File: src/hdl/pwmsd_pkg.sv
package pwmsd_pkg;

   // ------------------------------------------------------------------
   // Register map
   // ------------------------------------------------------------------
   localparam int         ADDR_W        = 2;
   localparam logic [1:0] SHDN_CTRL_OFF = 2'h0;
   localparam logic [1:0] RST_DB_OFF    = 2'h1;
   localparam logic [1:0] EVT_STAT_OFF  = 2'h2;
   localparam logic [1:0] EVT_MASK_OFF  = 2'h3;
   localparam logic [7:0] SHDN_CTRL_RST = 8'h00;
   localparam logic [7:0] RST_DB_RST    = 8'h00;

   // ------------------------------------------------------------------
   // Field positions
   // ------------------------------------------------------------------
   localparam int STATUS_BIT   = 7;
   localparam int IRQ_SEL_BIT  = 6;
   localparam int PORT_SEL_BIT = 4;
   localparam int PSS_AC_LSB   = 2;
   localparam int PSS_BD_LSB   = 0;
   localparam int AUTO_RST_BIT = 7;
   localparam int DB_COUNT_W   = 7;

   // Event bits in the status and mask registers.
   localparam int EV_SHUT_BIT    = 0;
   localparam int EV_RESTART_BIT = 1;
   localparam int EV_W           = 2;

   // ------------------------------------------------------------------
   // Safe state codes and timing
   // ------------------------------------------------------------------
   localparam logic [1:0] SAFE_LOW  = 2'h0;
   localparam logic [1:0] SAFE_HIGH = 2'h1;
   localparam int         TOSC_NS      = 10;
   localparam int         TOSC_PER_INSTR = 4;
   localparam int         INSTR_NS       = TOSC_NS * TOSC_PER_INSTR;
   localparam int         INSTR_CYCLES   = INSTR_NS / TOSC_NS;

endpackage : pwmsd_pkg

File: src/hdl/pwmsd_deadband.sv
`timescale 1ns/1ps
module pwmsd_deadband #(
   parameter int CNT_W = 7
) (
   input  wire logic             sys_clk,   // System clock.
   input  wire logic             rst_n,     // Async reset, active low.
   input  wire logic             enable,    // Half-bridge delay enable.
   input  wire logic             tick,      // One instruction cycle pulse.
   input  wire logic [CNT_W-1:0] count,     // Delay in instruction cycles.
   input  wire logic             in_level,  // Undelayed drive, active high.
   output logic                  out_level  // Delayed drive.
);

   logic [CNT_W-1:0] elapsed;
   logic             next_out;

   // ------------------------------------------------------------------
   // Delay counter
   // ------------------------------------------------------------------
   // Counting restarts whenever the drive is inactive, so a short pulse
   // shorter than the dead band never reaches the pin.
   always_ff @(posedge sys_clk or negedge rst_n) begin
      if (!rst_n) begin
         elapsed <= '0;
      end else if (!in_level) begin
         elapsed <= '0;
      end else if (tick && elapsed < count) begin
         elapsed <= elapsed + 1'b1;
      end
   end

   // Comparing with >= keeps a count lowered in mid-pulse from stalling the pin.
   assign next_out = in_level && (!enable || elapsed >= count);

   always_ff @(posedge sys_clk or negedge rst_n) begin
      if (!rst_n) begin
         out_level <= 1'b0;
      end else begin
         out_level <= next_out;
      end
   end

   chk_fall_no_delay: assert property (@(posedge sys_clk) disable iff (!rst_n)
      !in_level |=> !out_level) else $error("falling edge was delayed");
   chk_zero_count: assert property (@(posedge sys_clk) disable iff (!rst_n)
      in_level && count == '0 |=> out_level) else $error("zero count added delay");
   chk_rise_waits: assert property (@(posedge sys_clk) disable iff (!rst_n)
      enable && $rose(in_level) && count != '0 |=> !out_level)
      else $error("rising edge not delayed");
   cov_delayed_rise: cover property (@(posedge sys_clk) disable iff (!rst_n)
      enable && count > 1 && $rose(out_level));

endmodule : pwmsd_deadband

File: src/hdl/pwmsd_top.sv
`timescale 1ns/1ps
module pwmsd_top #(
   parameter int DB_W = pwmsd_pkg::DB_COUNT_W
) (
   input  wire logic                        sys_clk,      // 100 MHz clock.
   input  wire logic                        rst_n,        // Async reset.
   input  wire logic [pwmsd_pkg::ADDR_W-1:0] reg_addr,    // Register index.
   input  wire logic [7:0]                  reg_wdata,    // Write data.
   input  wire logic                        reg_wr,       // Write strobe.
   input  wire logic                        reg_rd,       // Read strobe.
   output logic      [7:0]                  reg_rdata,    // Read data.
   input  wire logic                        half_bridge,  // Half-bridge mode.
   input  wire logic                        period_start, // Period start pulse.
   input  wire logic                        pwm_a,        // Raw drive A/C.
   input  wire logic                        pwm_b,        // Raw drive B/D.
   input  wire logic                        int_pin_n,    // Interrupt pin.
   input  wire logic                        port_b_pin4,  // Port pin source.
   output logic                             out_a,        // Pin A level.
   output logic                             out_a_oe,     // Pin A enable.
   output logic                             out_b,        // Pin B level.
   output logic                             out_b_oe,     // Pin B enable.
   output logic                             out_c,        // Pin C level.
   output logic                             out_c_oe,     // Pin C enable.
   output logic                             out_d,        // Pin D level.
   output logic                             out_d_oe,     // Pin D enable.
   output logic                             irq           // Event interrupt.
);

   if (DB_W != pwmsd_pkg::DB_COUNT_W) begin : g_bad_width
      $error("dead-band count width must match the control field");
   end

   // ------------------------------------------------------------------
   // Register state
   // ------------------------------------------------------------------
   logic                     shutdown_status;
   logic                     irq_pin_shutdown_select;
   logic                     port_pin_shutdown_select;
   logic [1:0]               pair_ac_safe_state;
   logic [1:0]               pair_bd_safe_state;
   logic                     auto_restart_enable;
   logic [DB_W-1:0]          deadband_count;
   logic [pwmsd_pkg::EV_W-1:0] ev_status;
   logic [pwmsd_pkg::EV_W-1:0] ev_mask;

   logic shut_cond;
   logic resume_wait;
   logic shut_active;
   logic status_prev;
   logic wr_shdn;
   logic instruction_cycle;
   logic [1:0] tcy_div;
   logic drv_a;
   logic drv_b;
   logic [pwmsd_pkg::EV_W-1:0] ev_set;

   function automatic logic hits(input logic [pwmsd_pkg::ADDR_W-1:0] a,
                                 input logic [pwmsd_pkg::ADDR_W-1:0] off);
      hits = (a == off);
   endfunction : hits

   // ------------------------------------------------------------------
   // Safe state decode
   // ------------------------------------------------------------------
   // Both pin pairs share one code table, so the decode lives here once.
   function automatic logic safe_level(input logic [1:0] code);
      safe_level = (code == pwmsd_pkg::SAFE_HIGH);
   endfunction : safe_level

   function automatic logic safe_oe(input logic [1:0] code);
      safe_oe = !code[1];
   endfunction : safe_oe

   assign wr_shdn = reg_wr && hits(reg_addr, pwmsd_pkg::SHDN_CTRL_OFF);

   // ------------------------------------------------------------------
   // Shutdown condition
   // ------------------------------------------------------------------
   // Pure level from the pins, no flop, so the pins react at once.
   assign shut_cond = (irq_pin_shutdown_select && !int_pin_n)
                    || (port_pin_shutdown_select && !port_b_pin4);

   // ------------------------------------------------------------------
   // Instruction cycle divider
   // ------------------------------------------------------------------
   always_ff @(posedge sys_clk or negedge rst_n) begin
      if (!rst_n) begin
         tcy_div <= 2'h0;
      end else begin
         tcy_div <= tcy_div + 2'h1;
      end
   end

   // The divider runs free, so the first tick after a rising drive comes one
   // to four cycles later and a dead band may run up to three cycles short.
   assign instruction_cycle = (tcy_div == 2'(pwmsd_pkg::INSTR_CYCLES - 1));

   // ------------------------------------------------------------------
   // Shutdown control register
   // ------------------------------------------------------------------
   always_ff @(posedge sys_clk or negedge rst_n) begin
      if (!rst_n) begin
         irq_pin_shutdown_select  <= 1'b0;
         port_pin_shutdown_select <= 1'b0;
         pair_ac_safe_state       <= pwmsd_pkg::SHDN_CTRL_RST[3:2];
         pair_bd_safe_state       <= pwmsd_pkg::SHDN_CTRL_RST[1:0];
      end else if (wr_shdn) begin
         irq_pin_shutdown_select  <= reg_wdata[pwmsd_pkg::IRQ_SEL_BIT];
         port_pin_shutdown_select <= reg_wdata[pwmsd_pkg::PORT_SEL_BIT];
         pair_ac_safe_state       <= reg_wdata[pwmsd_pkg::PSS_AC_LSB +: 2];
         pair_bd_safe_state       <= reg_wdata[pwmsd_pkg::PSS_BD_LSB +: 2];
      end
   end

   // A live condition sets the bit every cycle, which both holds it and
   // makes any software write to it a no-op.
   always_ff @(posedge sys_clk or negedge rst_n) begin
      if (!rst_n) begin
         shutdown_status <= 1'b0;
      end else if (shut_cond) begin
         shutdown_status <= 1'b1;
      end else if (wr_shdn) begin
         shutdown_status <= reg_wdata[pwmsd_pkg::STATUS_BIT];
      end else if (auto_restart_enable) begin
         shutdown_status <= 1'b0;
      end
   end

   // ------------------------------------------------------------------
   // Restart and dead-band control register
   // ------------------------------------------------------------------
   always_ff @(posedge sys_clk or negedge rst_n) begin
      if (!rst_n) begin
         auto_restart_enable <= pwmsd_pkg::RST_DB_RST[pwmsd_pkg::AUTO_RST_BIT];
         deadband_count      <= pwmsd_pkg::RST_DB_RST[DB_W-1:0];
      end else if (reg_wr && hits(reg_addr, pwmsd_pkg::RST_DB_OFF)) begin
         auto_restart_enable <= reg_wdata[pwmsd_pkg::AUTO_RST_BIT];
         deadband_count      <= reg_wdata[DB_W-1:0];
      end
   end

   // ------------------------------------------------------------------
   // Restart alignment
   // ------------------------------------------------------------------
   // Outputs stay safe after the status bit drops until a period begins,
   // so the first pulse after a restart is never a truncated one.
   always_ff @(posedge sys_clk or negedge rst_n) begin
      if (!rst_n) begin
         resume_wait <= 1'b0;
      end else if (shutdown_status || shut_cond) begin
         resume_wait <= 1'b1;
      end else if (period_start) begin
         resume_wait <= 1'b0;
      end
   end

   assign shut_active = shut_cond || shutdown_status || resume_wait;

   // ------------------------------------------------------------------
   // Dead band and output stage
   // ------------------------------------------------------------------
   for (genvar i = 0; i < 2; i++) begin : g_db
      logic raw;
      logic dly;
      assign raw = (i == 0) ? pwm_a : pwm_b;
      pwmsd_deadband #(.CNT_W(DB_W)) u_db (
         .sys_clk   (sys_clk),
         .rst_n     (rst_n),
         .enable    (half_bridge),
         .tick      (instruction_cycle),
         .count     (deadband_count),
         .in_level  (raw),
         .out_level (dly)
      );
   end

   assign drv_a = g_db[0].dly;
   assign drv_b = g_db[1].dly;

   // Pin pair A/C shares one safe state, pair B/D the other.
   // C and D only mirror A and B here; full-bridge steering is not built.
   always_comb begin
      out_a    = drv_a;
      out_c    = drv_a;
      out_b    = drv_b;
      out_d    = drv_b;
      out_a_oe = 1'b1;
      out_c_oe = 1'b1;
      out_b_oe = 1'b1;
      out_d_oe = 1'b1;
      if (shut_active) begin
         out_a    = safe_level(pair_ac_safe_state);
         out_c    = safe_level(pair_ac_safe_state);
         out_a_oe = safe_oe(pair_ac_safe_state);
         out_c_oe = safe_oe(pair_ac_safe_state);
         out_b    = safe_level(pair_bd_safe_state);
         out_d    = safe_level(pair_bd_safe_state);
         out_b_oe = safe_oe(pair_bd_safe_state);
         out_d_oe = safe_oe(pair_bd_safe_state);
      end
   end

   // ------------------------------------------------------------------
   // Event flags and interrupt
   // ------------------------------------------------------------------
   always_ff @(posedge sys_clk or negedge rst_n) begin
      if (!rst_n) begin
         status_prev <= 1'b0;
      end else begin
         status_prev <= shutdown_status;
      end
   end

   assign ev_set[pwmsd_pkg::EV_SHUT_BIT]    = shutdown_status && !status_prev;
   assign ev_set[pwmsd_pkg::EV_RESTART_BIT] = resume_wait && period_start &&
                                              !shutdown_status && !shut_cond;

   // Set wins over a write-one clear in the same cycle.
   always_ff @(posedge sys_clk or negedge rst_n) begin
      if (!rst_n) begin
         ev_status <= '0;
      end else if (reg_wr && hits(reg_addr, pwmsd_pkg::EVT_STAT_OFF)) begin
         ev_status <= (ev_status & ~reg_wdata[pwmsd_pkg::EV_W-1:0]) | ev_set;
      end else begin
         ev_status <= ev_status | ev_set;
      end
   end

   always_ff @(posedge sys_clk or negedge rst_n) begin
      if (!rst_n) begin
         ev_mask <= '0;
      end else if (reg_wr && hits(reg_addr, pwmsd_pkg::EVT_MASK_OFF)) begin
         ev_mask <= reg_wdata[pwmsd_pkg::EV_W-1:0];
      end
   end

   assign irq = |(ev_status & ev_mask);

   // ------------------------------------------------------------------
   // Read port
   // ------------------------------------------------------------------
   // Read data is zero except in the cycle after a read strobe, so a stale value is never
   // mistaken for fresh data.
   always_ff @(posedge sys_clk or negedge rst_n) begin
      if (!rst_n) begin
         reg_rdata <= 8'h00;
      end else if (!reg_rd) begin
         reg_rdata <= 8'h00;
      end else if (hits(reg_addr, pwmsd_pkg::SHDN_CTRL_OFF)) begin
         reg_rdata <= {shutdown_status, irq_pin_shutdown_select, 1'b0,
                       port_pin_shutdown_select, pair_ac_safe_state,
                       pair_bd_safe_state};
      end else if (hits(reg_addr, pwmsd_pkg::RST_DB_OFF)) begin
         reg_rdata <= {auto_restart_enable, deadband_count};
      end else if (hits(reg_addr, pwmsd_pkg::EVT_STAT_OFF)) begin
         reg_rdata <= {6'h00, ev_status};
      end else begin
         reg_rdata <= {6'h00, ev_mask};
      end
   end

   // ------------------------------------------------------------------
   // Checks
   // ------------------------------------------------------------------
   chk_safe_low_ac: assert property (@(posedge sys_clk) disable iff (!rst_n)
      shut_active && pair_ac_safe_state == 2'h0 |-> out_a_oe && !out_a && !out_c)
      else $error("pair A/C not driven low");
   chk_tristate_bd: assert property (@(posedge sys_clk) disable iff (!rst_n)
      shut_active && pair_bd_safe_state[1] |-> !out_b_oe && !out_d_oe)
      else $error("pair B/D not released");
   chk_async_force: assert property (@(posedge sys_clk) disable iff (!rst_n)
      shut_cond |-> shut_active && out_a_oe == !pair_ac_safe_state[1] &&
                    out_b_oe == !pair_bd_safe_state[1])
      else $error("condition did not force pins");
   chk_level_holds: assert property (@(posedge sys_clk) disable iff (!rst_n)
      shut_cond ##1 shut_cond |-> shutdown_status) else $error("status dropped under level");
   chk_write_ignored: assert property (@(posedge sys_clk) disable iff (!rst_n)
      shut_cond && wr_shdn && !reg_wdata[7] |=> shutdown_status)
      else $error("status cleared while condition held");
   chk_auto_clear: assert property (@(posedge sys_clk) disable iff (!rst_n)
      auto_restart_enable && shutdown_status && !shut_cond && !wr_shdn |=> !shutdown_status)
      else $error("auto-restart did not clear status");
   chk_manual_hold: assert property (@(posedge sys_clk) disable iff (!rst_n)
      !auto_restart_enable && shutdown_status && !wr_shdn |=> shutdown_status)
      else $error("status cleared without software");
   chk_period_resume: assert property (@(posedge sys_clk) disable iff (!rst_n)
      $fell(shut_active) |-> $past(period_start)) else $error("resumed mid period");
   chk_sw_set: assert property (@(posedge sys_clk) disable iff (!rst_n)
      wr_shdn && reg_wdata[7] |=> shutdown_status ##0 shut_active)
      else $error("software shutdown ignored");
   chk_port_source: assert property (@(posedge sys_clk) disable iff (!rst_n)
      !port_pin_shutdown_select && !irq_pin_shutdown_select |-> !shut_cond)
      else $error("unselected source acted");

   // The codes of both pairs not checked above, so a swapped pair or code shows up at once.
   chk_tristate_ac: assert property (@(posedge sys_clk) disable iff (!rst_n)
      shut_active && pair_ac_safe_state[1] |-> !out_a_oe && !out_c_oe)
      else $error("pair A/C not released");
   chk_safe_high_ac: assert property (@(posedge sys_clk) disable iff (!rst_n)
      shut_active && pair_ac_safe_state == pwmsd_pkg::SAFE_HIGH |-> out_a_oe && out_a && out_c)
      else $error("pair A/C not driven high");
   chk_safe_high_bd: assert property (@(posedge sys_clk) disable iff (!rst_n)
      shut_active && pair_bd_safe_state == pwmsd_pkg::SAFE_HIGH |-> out_b_oe && out_b && out_d)
      else $error("pair B/D not driven high");
   chk_safe_low_bd: assert property (@(posedge sys_clk) disable iff (!rst_n)
      shut_active && pair_bd_safe_state == pwmsd_pkg::SAFE_LOW |-> out_b_oe && !out_b && !out_d)
      else $error("pair B/D not driven low");

   // Status, restart and event flags, then tick spacing, shutdown sources and normal drive.
   chk_auto_stays: assert property (@(posedge sys_clk) disable iff (!rst_n)
      auto_restart_enable && shut_cond |=> shutdown_status)
      else $error("status dropped under auto-restart");
   chk_sw_clear: assert property (@(posedge sys_clk) disable iff (!rst_n)
      !shut_cond && wr_shdn && !reg_wdata[pwmsd_pkg::STATUS_BIT] |=> !shutdown_status)
      else $error("software clear ignored");
   chk_hold_no_period: assert property (@(posedge sys_clk) disable iff (!rst_n)
      shut_active && !period_start |=> shut_active)
      else $error("pins released between periods");
   chk_wait_set: assert property (@(posedge sys_clk) disable iff (!rst_n)
      shutdown_status |=> resume_wait) else $error("restart wait not armed");
   chk_restart_event: assert property (@(posedge sys_clk) disable iff (!rst_n)
      $fell(shut_active) |-> ev_status[pwmsd_pkg::EV_RESTART_BIT])
      else $error("restart event not flagged");
   chk_shut_event: assert property (@(posedge sys_clk) disable iff (!rst_n)
      $rose(shutdown_status) |=> ev_status[pwmsd_pkg::EV_SHUT_BIT])
      else $error("shutdown event not flagged");
   chk_tick_spacing: assert property (@(posedge sys_clk) disable iff (!rst_n)
      instruction_cycle |=> (!instruction_cycle) [*3] ##1 instruction_cycle)
      else $error("instruction cycle tick off");
   chk_irq_source: assert property (@(posedge sys_clk) disable iff (!rst_n)
      irq_pin_shutdown_select && !int_pin_n |-> shut_cond) else $error("pin source ignored");
   chk_port_acts: assert property (@(posedge sys_clk) disable iff (!rst_n)
      port_pin_shutdown_select && !port_b_pin4 |-> shut_cond) else $error("port source ignored");
   chk_normal_drive: assert property (@(posedge sys_clk) disable iff (!rst_n)
      !shut_active |-> out_a_oe && out_b_oe && out_c_oe && out_d_oe)
      else $error("pin enable low in normal run");

   cov_auto_restart: cover property (@(posedge sys_clk) disable iff (!rst_n)
      auto_restart_enable && $fell(shutdown_status));
   cov_sw_shutdown: cover property (@(posedge sys_clk) disable iff (!rst_n)
      wr_shdn && reg_wdata[7] && !shut_cond);
   cov_resume: cover property (@(posedge sys_clk) disable iff (!rst_n)
      $fell(shut_active));
   cov_tristate: cover property (@(posedge sys_clk) disable iff (!rst_n)
      shut_cond && !out_a_oe);

endmodule : pwmsd_top

File: config.mk
export PLATFORM = sky130hd
export DESIGN_NAME = pwmsd_top
export DESIGN_NICKNAME = d
export VERILOG_FILES = /design/src/hdl/pwmsd_pkg.sv /design/src/hdl/pwmsd_deadband.sv /design/src/hdl/pwmsd_top.sv
export SDC_FILE = /design/constraint.sdc
export NUM_CORES = 1
export LEC_CHECK = 0
export BUFFER_PORTS_ARGS = -buffer_cell sky130_fd_sc_hd__buf_2
export CAP_MARGIN = 20
export CORE_MARGIN = 2
export CORE_UTILIZATION = 49
export DETAILED_ROUTE_END_ITERATION = 7
export PLACE_DENSITY_LB_ADDON = 0.3
export SLEW_MARGIN = 20
export SYNTH_ARGS = -nofsm -noshare
export SYNTH_HDL_FRONTEND = slang
export SYNTH_SLANG_ARGS = --single-unit
File: constraint.sdc
create_clock -name sys_clk -period 2.9 [get_ports sys_clk]
set_clock_uncertainty 0.2 [all_clocks]
set_input_delay 0.435 -clock sys_clk [delete_from_list [all_inputs] [get_ports sys_clk]]
set_output_delay 0.435 -clock sys_clk [all_outputs]
set_load 0.03 [all_outputs]
Yosys cells after proc, flatten, opt, wreduce, memory -nomap -nowiden
Cells that the tools add are included.

word-level totals
  bits of input ports = 20
  output and inout bits = 17
  bits in registers = 47
  logic and storage cells = 86

cells by class
  muxes and demuxes = 18
  bitwise operators = 5
  $add $sub $neg = 3
  equality and inequality tests = 8
  reductions and logical operators = 31
  order comparisons = 4

operators by type and width
  kind                   count
  $mux W7                4
  $mux W8                3
  $add A7 B1 Y7 const B  2
  $ge A7 B7 Y1           2
  $logic_and A1 B1 Y1    14
  $lt A7 B7 Y1           2
  $mux W1                9
  $logic_not A1 Y1       8
  $eq A2 B1 Y1 const B   3
  $eq A2 B2 Y1 const B   3
  $logic_or A1 B1 Y1     5
  $and A2 B2 Y2          2
  $mux W2                2
  $ne A2 B1 Y1 const B   2
  $or A2 B2 Y2           2
  $reduce_bool A3 Y1     1
  $add A2 B1 Y2 const B  1
  $logic_not A2 Y1       1
  $not A2 Y2             1
  $reduce_bool A2 Y1     1
  $reduce_or A2 Y1       1

Longest topological paths before layout
Gate-level depths: netlist of the first run.

  word-level depth = 7
  gate-level depth with buffers = 7
  gate-level depth less buffers = 6

By module
Synthesis of the first run repeated with hierarchy kept, for this count alone.

second synthesis, totals
  cells, all modules = 233
  area, all modules = 2607.5 µm²

by module, submodules not included
  module          seq. area each (µm²)  cells an instance  area each (µm²)  instances
  pwmsd_top       775.7                 99                 1346.3           1
  pwmsd_deadband  200.2                 67                 630.6            2

Worst setup path before layout of the first run
OpenSTA, ideal clock, no wires.

  path type = input -> output
  start point = input int_pin_n
  end point = output out_d
  data required time = 2.265 ns
  stages = 5
  path buffers = 1
  arrival = 1.555 ns
  path slack = 0.710 ns
  path through = inv_1 a221oi_1 nand2_1 mux2_2 buf_4

between the ends
  longest elaborated chain between the ends = 6

ends and longest elaborated chain
  item                              line              source
  from (decl)                       pwmsd_top.sv:16   input wire logic int_pin_n,
  $logic_not A1 Y1                  pwmsd_top.sv:80   assign shut_cond = (irq_pin_shutdown_select && !int_pin_n)
  $logic_and A1 B1 Y1               pwmsd_top.sv:80
  $logic_or A1 B1 Y1                pwmsd_top.sv:81   || (port_pin_shutdown_select && !port_b_pin4);
  $logic_or A1 B1 Y1 (2 in series)  pwmsd_top.sv:157  assign shut_active = shut_cond || shutdown_status || resume_wait;
  $mux W1                           n/a
  to (decl)                         pwmsd_top.sv:24   output logic out_d,

No other way between the ends.

Worst setup path in the final report of the first run
  start point = register irq_pin_shutdown_select
  end point = output out_a

between the ends
  longest elaborated chain between the ends = 5

ends and longest elaborated chain
  item                              line              source
  from (decl)                       pwmsd_top.sv:37   logic irq_pin_shutdown_select;
  from (signal assigned)            pwmsd_top.sv:108  irq_pin_shutdown_select <= reg_wdata[pwmsd_pkg::IRQ_SEL_BIT];
  $logic_and A1 B1 Y1               pwmsd_top.sv:80
  $logic_or A1 B1 Y1                pwmsd_top.sv:81
  $logic_or A1 B1 Y1 (2 in series)  pwmsd_top.sv:157
  $mux W1                           pwmsd_top.sv:191  if (shut_active) begin
  to (decl)                         pwmsd_top.sv:18   output logic out_a,

No other way between the ends.

==> results of run 1 <==
[layout by cell type (no fill, tap or decap), types with 2 or more instances in the layout]
cell,count
dfrtp_1,47
buf_2,36
mux2_2,18
a21oi_1,17
ha_1,17
inv_1,15
nand2_1,15
nand3_1,12
nor2_1,10
mux2i_1,8
o21ai_0,6
o31ai_1,6
or4_1,6
clkbuf_8,5
nand2b_1,4
o211ai_1,4
and2_1,3
nand4b_1,3
nand4_1,3
mux4_2,2
nand3b_1,2
a21o_1,2
nor2b_1,2
o211a_1,2
[sequential cells by signal, indices dropped and copies added (netlist names), 2 cells and up]
register,count
reg_rdata,8
pair_ac_safe_state,2
pair_bd_safe_state,2
ev_status,2
tcy_div,2
g_db.u_db.out_level,2
deadband_count,7
g_db.u_db.elapsed,14
ev_mask,2
[stage by stage]
step | hold slack (ns) | area, sq um | worst slack, ns | utilization | instances
2_1_floorplan | -0.0606 | 2490 | 0.710 | - | 226
3_3_place_gp | 0.193 | 2710 | 0.551 | 0.563 | 323
3_5_place_dp | 0.197 | 2710 | 0.491 | 0.563 | 323
4_1_cts | 0.132 | 2810 | 0.302 | 0.584 | 332
5_1_grt | 0.159 | 2810 | 0.155 | 0.584 | 332
6_report | 0.141 | 2810 | 0.312 | 0.584 | 332
[worst paths after layout]
check                                               end  cells after the start                     from
worst max-delay path                              out_a                      4  irq_pin_shutdown_select
worst min-delay path                        resume_wait                      2             period_start
worst max register to register  g_db[1].u_db.elapsed[6]                      6        deadband_count[6]
worst min register to register               tcy_div[0]                      1               tcy_div[0]
max in group asynchronous                    ev_mask[0]                      3                    rst_n
min in group asynchronous           auto_restart_enable                      2                    rst_n
[power breakdown]
group	leakage (nW)	internal (mW)	total, mW	switching (mW)
combinational	0.730	0.150	0.375	0.224
sequential	0.592	0.730	0.784	0.0547
clock	0.0418	0.173	0.405	0.232
total	1.36	1.05	1.56	0.511
[routing by layer]
| layer | vias to the layer above | wire [microns] | GRT usage | part of all wire |
|---|---|---|---|---|
| met5 | - | 0 | 0 | 0 |
| met4 | 0 | 62 | 0.0702 | 0.013 |
| met3 | 7 | 216 | 0.0278 | 0.044 |
| met2 | 44 | 2220 | 0.302 | 0.46 |
| met1 | 898 | 2370 | 0.286 | 0.49 |
| li1 | 909 | - | - | - |
[logic make-up after synthesis]
logic type	after synthesis	synth area share
buffers and inverters	22	0.0427
AOI/OAI and AO/OA	48	0.128
adders and majority gates	17	0.0853
and+or+nand+nor	64	0.141
DFF	47	0.472
muxes	28	0.132
[what timing repair did]
action                    4_1_cts  5_1_grt
gates resized for setup         0        0
setup buffers                   0        0
hold endpoints to repair       18        0
hold buffers                    1        0
[area by class of cell]
class	count	area, sq um
Fill cell	446	2000
Multi-Input combinational cell	157	1210
Sequential cell	47	1180
Timing Repair Buffer	38	198
Tap cell	67	83.8
Clock buffer	6	72.6
Inverter	15	56.3
Clock inverter	2	16.3
==> results.md, run 1 <==
- Initial antenna violation count: 0
- Count leader, synth: dfrtp_1
- Clock latency on the worst-skew pair: approximately 0.31 ns
- Worst path required time: between 2 and 2.5 ns
- Largest area contributor in the netlist: dfrtp_1
- CP Data Arrival Time: 1.95 ns
- Mapped Avg Cell Area: ~11 sq um
- Min Tclk post-route: 2.59 ns
- Fin crit share: 0.893
- Syn Inst Count: around 230
- Die height: around 75 microns
- Port Buffers: 36
- Final antenna diode count: 0
- Asr flop ratio synth: 1.00
- Synthesized Nets: ~260
- All-Layer GR Usage: 0.196
- IO Pins: 37
- FF+latch count, synth: 47
- Core ar.: approximately 4800 sq um
- Startpoint Class: register
- Crit Path Max Fanout: 4
- Hold Crit Class: primary input to register
- Vias per inst: around 5.6
- Die area: about 5700 sq um
- TritonCTS clock tree: built
- Status: finished clean
- CTS Buf Count: 5
- MaxCap Viol Count: 0
- H-tree depth: 2
- Sequential-to-total area share from yosys stat: 0.472
- Layout cell share with drive strength beyond 1: 0.249
- Crit-path slowest cell: a221oi_1
- Worst-path cell chain: a221oi_1, nand2_1, mux2_2, buf_2
- Endpoints failing setup: 0
- RePlAce Congestion: roughly 0.84
- Top cell type's share of synthesized area: 0.472
- RSZ-0062 raised after global routing: false
- Antenna Nets Post-Route: 0
- Most used flip-flop cell after synthesis: dfrtp_1
- Wire per inst: 14.7 microns
- Synth area leaders: dfrtp_1 47%, ha_1 8.5%, mux2_2 8.1%, a21oi_1 3.4%, mux2i_1 3.2%
- Max Slew Vio Count: 0
- Setup crit end kind: output pin
- Post-synth EDFFs: 0
- Row count: 25
- Total power: 1.56 mW
- Post-synth top cells: 47 x dfrtp_1, 18 x mux2_2, 17 x a21oi_1, 17 x ha_1
- Fin nets: 301
- Worst Max-Slew Pin Slew: about 0.66 ns
- VDD IR max: about 0.3 mV
- Reg2Reg Setup Slack: around 0.62 ns
- Die width: around 75 microns
- Max frequency: slightly below 0.4 GHz
- Global-route wire length before repair: about 8300 microns
- First DRT Iteration DRCs: 144
- Clock Sinks: 47
- Reg clk slew, reported paths: 0.09 ns
- CTS Root Cell: clkbuf_8
- Setup CP Type: register to output pin
- Vias: 1858
- Initial Util: 0.517
- Routed WL: about 4900 microns
- Cell Area, Synth: around 2500 sq um
- Area delta synth->final: 12.9%
- Drt first pass iters: 4
- Final HPWL DP: 3740 microns
- Post-route DRC: 0
- Number of global-route vias before repair: approximately 1.7k
- Final hold vios: 0
- Rel. slew slack: 0.557
- Post-synth cell types: 41
- CTS Buffer Depth: 2
- CP max stage delay: 0.46 ns
- Grt ovf: 0
- Warnings from Yosys: 0
- Pleak: about 1.4 nW
- Setup tns final: 0 ns
- Pwr/cell area: 556 nW/um^2
- Crit-path leading delay family: compound AO/OA/AOI/OAI gates
- Buf/Inv on CP: 1
- Largest net degree at the start of global routing: 30
Note: power is estimated with default switching activity, not from simulation.
==> inputs of run 2 (changes only) <==
CELL_PAD_IN_SITES_DETAIL_PLACEMENT = 1   (was unset)
CELL_PAD_IN_SITES_GLOBAL_PLACEMENT = 1   (was unset)
CORE_UTILIZATION = 45   (was 49)
REMOVE_ABC_BUFFERS = 1   (was unset)
==> run 2 against run 1 <==
  * Count of clock-buffer cells in the layout down 1
  * Combinational power up 3%
  * Via count up 1.5%
  * Register-to-register slack worse by 0.05 ns
  * Global-route usage up 0.68 points
  * Utilization down 6.7 points
  * Sequential cell count unchanged
  * Fmax down 0.27%
  * Sequential share of layout area about the same
  * Critical path type unchanged
  * Largest power group unchanged
  * Highest routed layer unchanged
==> results.md, run 2 (synthesis gave the netlist of run 1 again) <==
- Status: finished clean
- Post-cts sizing count: 0
- MaxCap Viol Count: 0
- Biggest regs: g_db.u_db.elapsed x14, reg_rdata x8, deadband_count x7
- Reg clk slew, reported paths: roughly 0.09 ns
- Grt ovf: 0
- Reg2Reg Setup Slack: between 0.5 and 0.6 ns
- RR Endpoint: g_db[1].u_db.elapsed[3]
- Post-CTS Setup Inserts: 0
- Antenna Nets Post-Route: 0
- Crit path from: port_pin_shutdown_select
- First DRT Iteration DRCs: 68
- Placed insts: ~330
- Final WS setup: between 0.3 and 0.4 ns
- Vias: 1885
- Register area: ~1200 sq um
- Setup tns final: 0 ns
- Largest net degree at the start of global routing: 48
- Max FFs per register: 14
- Design area: between 2000 and 3000 sq um
- Worst path required time: approximately 2.3 ns
- CTS Root Cell: clkbuf_8
- Global-route wire length before repair: a little under 10000 microns
- Hold-fix buffers at CTS: 0
- Pleak: 1.37 nW
- Die height: 78.4 microns
- Worst Max-Slew Pin Slew: roughly 0.72 ns
- Hold Crit Class: primary input to async pin
- Setup CP Type: register to output pin
- Reg2reg path depth: 6
- Final hold vios: 0
- H-tree depth: 2
- Placed inst area: between 2000 and 3000 sq um
- Clock latency on the worst-skew pair: roughly 0.3 ns
- FF-to-FF Start: deadband_count[6]
- Layout fillers: ~640
- Final Non-Filler Cells: about 340
- Pwr/cell area: 563 nW/um^2
- Drt first pass iters: 4
- Post-route DRC: 0
- Die area: slightly above 6000 sq um
- TritonCTS clock tree: built
- Fin nets: 300
- Initial Util: 0.458
- Number of global-route vias before repair: between 1.5k and 2k
- Rel. slew slack: 0.516
- RePlAce Congestion: 0.796
- Row count: 27
- CP Data Arrival Time: 1.96 ns
- Core ar.: between 5000 and 6000 sq um
- Routed WL: 5610 microns
- Commonest non-fill, non-tap cell in the layout: dfrtp_1
- Die width: roughly 78 microns
- Fin crit share: 0.895
- IO Pins: 37
- Setup crit end kind: output pin
- Min Tclk post-route: between 2 and 3 ns
- Placement Setup Slack: 0.488 ns
- Wire per inst: ~17 microns
- CTS Buf Count: 5
- Max frequency: approximately 0.39 GHz
- CTS Buffer Depth: 2
- Biggest register: g_db.u_db.elapsed
- Initial antenna violation count: 0
- Final antenna diode count: 0
- Layout cell share with drive strength beyond 1: 0.254
- RSZ-0062 raised after global routing: false
- Clock Sinks: 47
- All-Layer GR Usage: 0.203
- Port Buffers: 36
- Crit path to: out_c
- Crit Path Max Fanout: 4
- Startpoint Class: register
- Final HPWL DP: between 4000 and 5000 microns
- Commonest non-fill, non-tap cells in the layout: 47 x dfrtp_1, 36 x buf_2, 18 x mux2_2
- Endpoints failing setup: 0
- Vias per inst: 5.61
- Max Slew Vio Count: 0
- Area delta synth->final: 12.8%
- VDD IR max: between 0.3 and 0.4 mV
- Area of the multi-input gates: between 1000 and 1500 sq um
run 2: changes by cell type in the layout (fill, tap and decap cells not counted):
cell and delta:
clkinv_4 +1, clkinv_2 +1, clkbuf_1 -1, clkinvlp_4 -1
dlygate4sd3_1 -1
run 2: routing by layer:
layer,track usage,wire [microns],share of wire,vias to the layer above
met3,0.0402,183,0.033,2
met1,0.280,2600,0.46,945
met2,0.338,2810,0.50,33
li1,-,-,-,905
met5,0,0,0,-
met4,0.0368,20,0.0036,0
run 2: metrics by stage:
step	hold WS, ns	util	power (mW)
2_1_floorplan	-0.0606	-	1.05
3_3_place_gp	0.204	0.500	1.17
3_5_place_dp	0.222	0.500	1.19
4_1_cts	0.0362	0.517	1.61
5_1_grt	0.0601	0.517	1.68
6_report	0.0157	0.517	1.58
run 2: critical path, stage by stage, from the launching register on:
cell      delay, ns
dfrtp_1        0.43
a221oi_1       0.46
nand2_1        0.25
mux2_2         0.34
buf_2          0.18
run 2: cell type report:
class / instances / area share
multi-input cells: 157 / 0.430
repair buffers: 37 / 0.0668
inverters: 15 / 0.0200
flip-flops and latches: 47 / 0.418
well taps: 72 / 0.0320
clock inverters: 3 / 0.00801
clock buffers: 5 / 0.0245
run 2: report_power, final:
part	internal (mW)	switching [mW]	leakage [nW]	total, mW
registers	0.729	0.0586	0.592	0.788
logic	0.151	0.235	0.726	0.387
clock network	0.173	0.235	0.0485	0.408
run 2: worst min path at each step:
stage / to / slack [ns] / cells past startpoint / from
after CTS: resume_wait / 0.04 / 2 / rst_n
final: pair_ac_safe_state[0] / 0.02 / 2 / rst_n
after detailed placement: status_prev / 0.22 / 0 / shutdown_status
after floorplan: auto_restart_enable / -0.06 / 0 / rst_n
after global placement: ev_status[0] / 0.20 / 1 / status_prev
after global routing: irq_pin_shutdown_select / 0.06 / 2 / rst_n
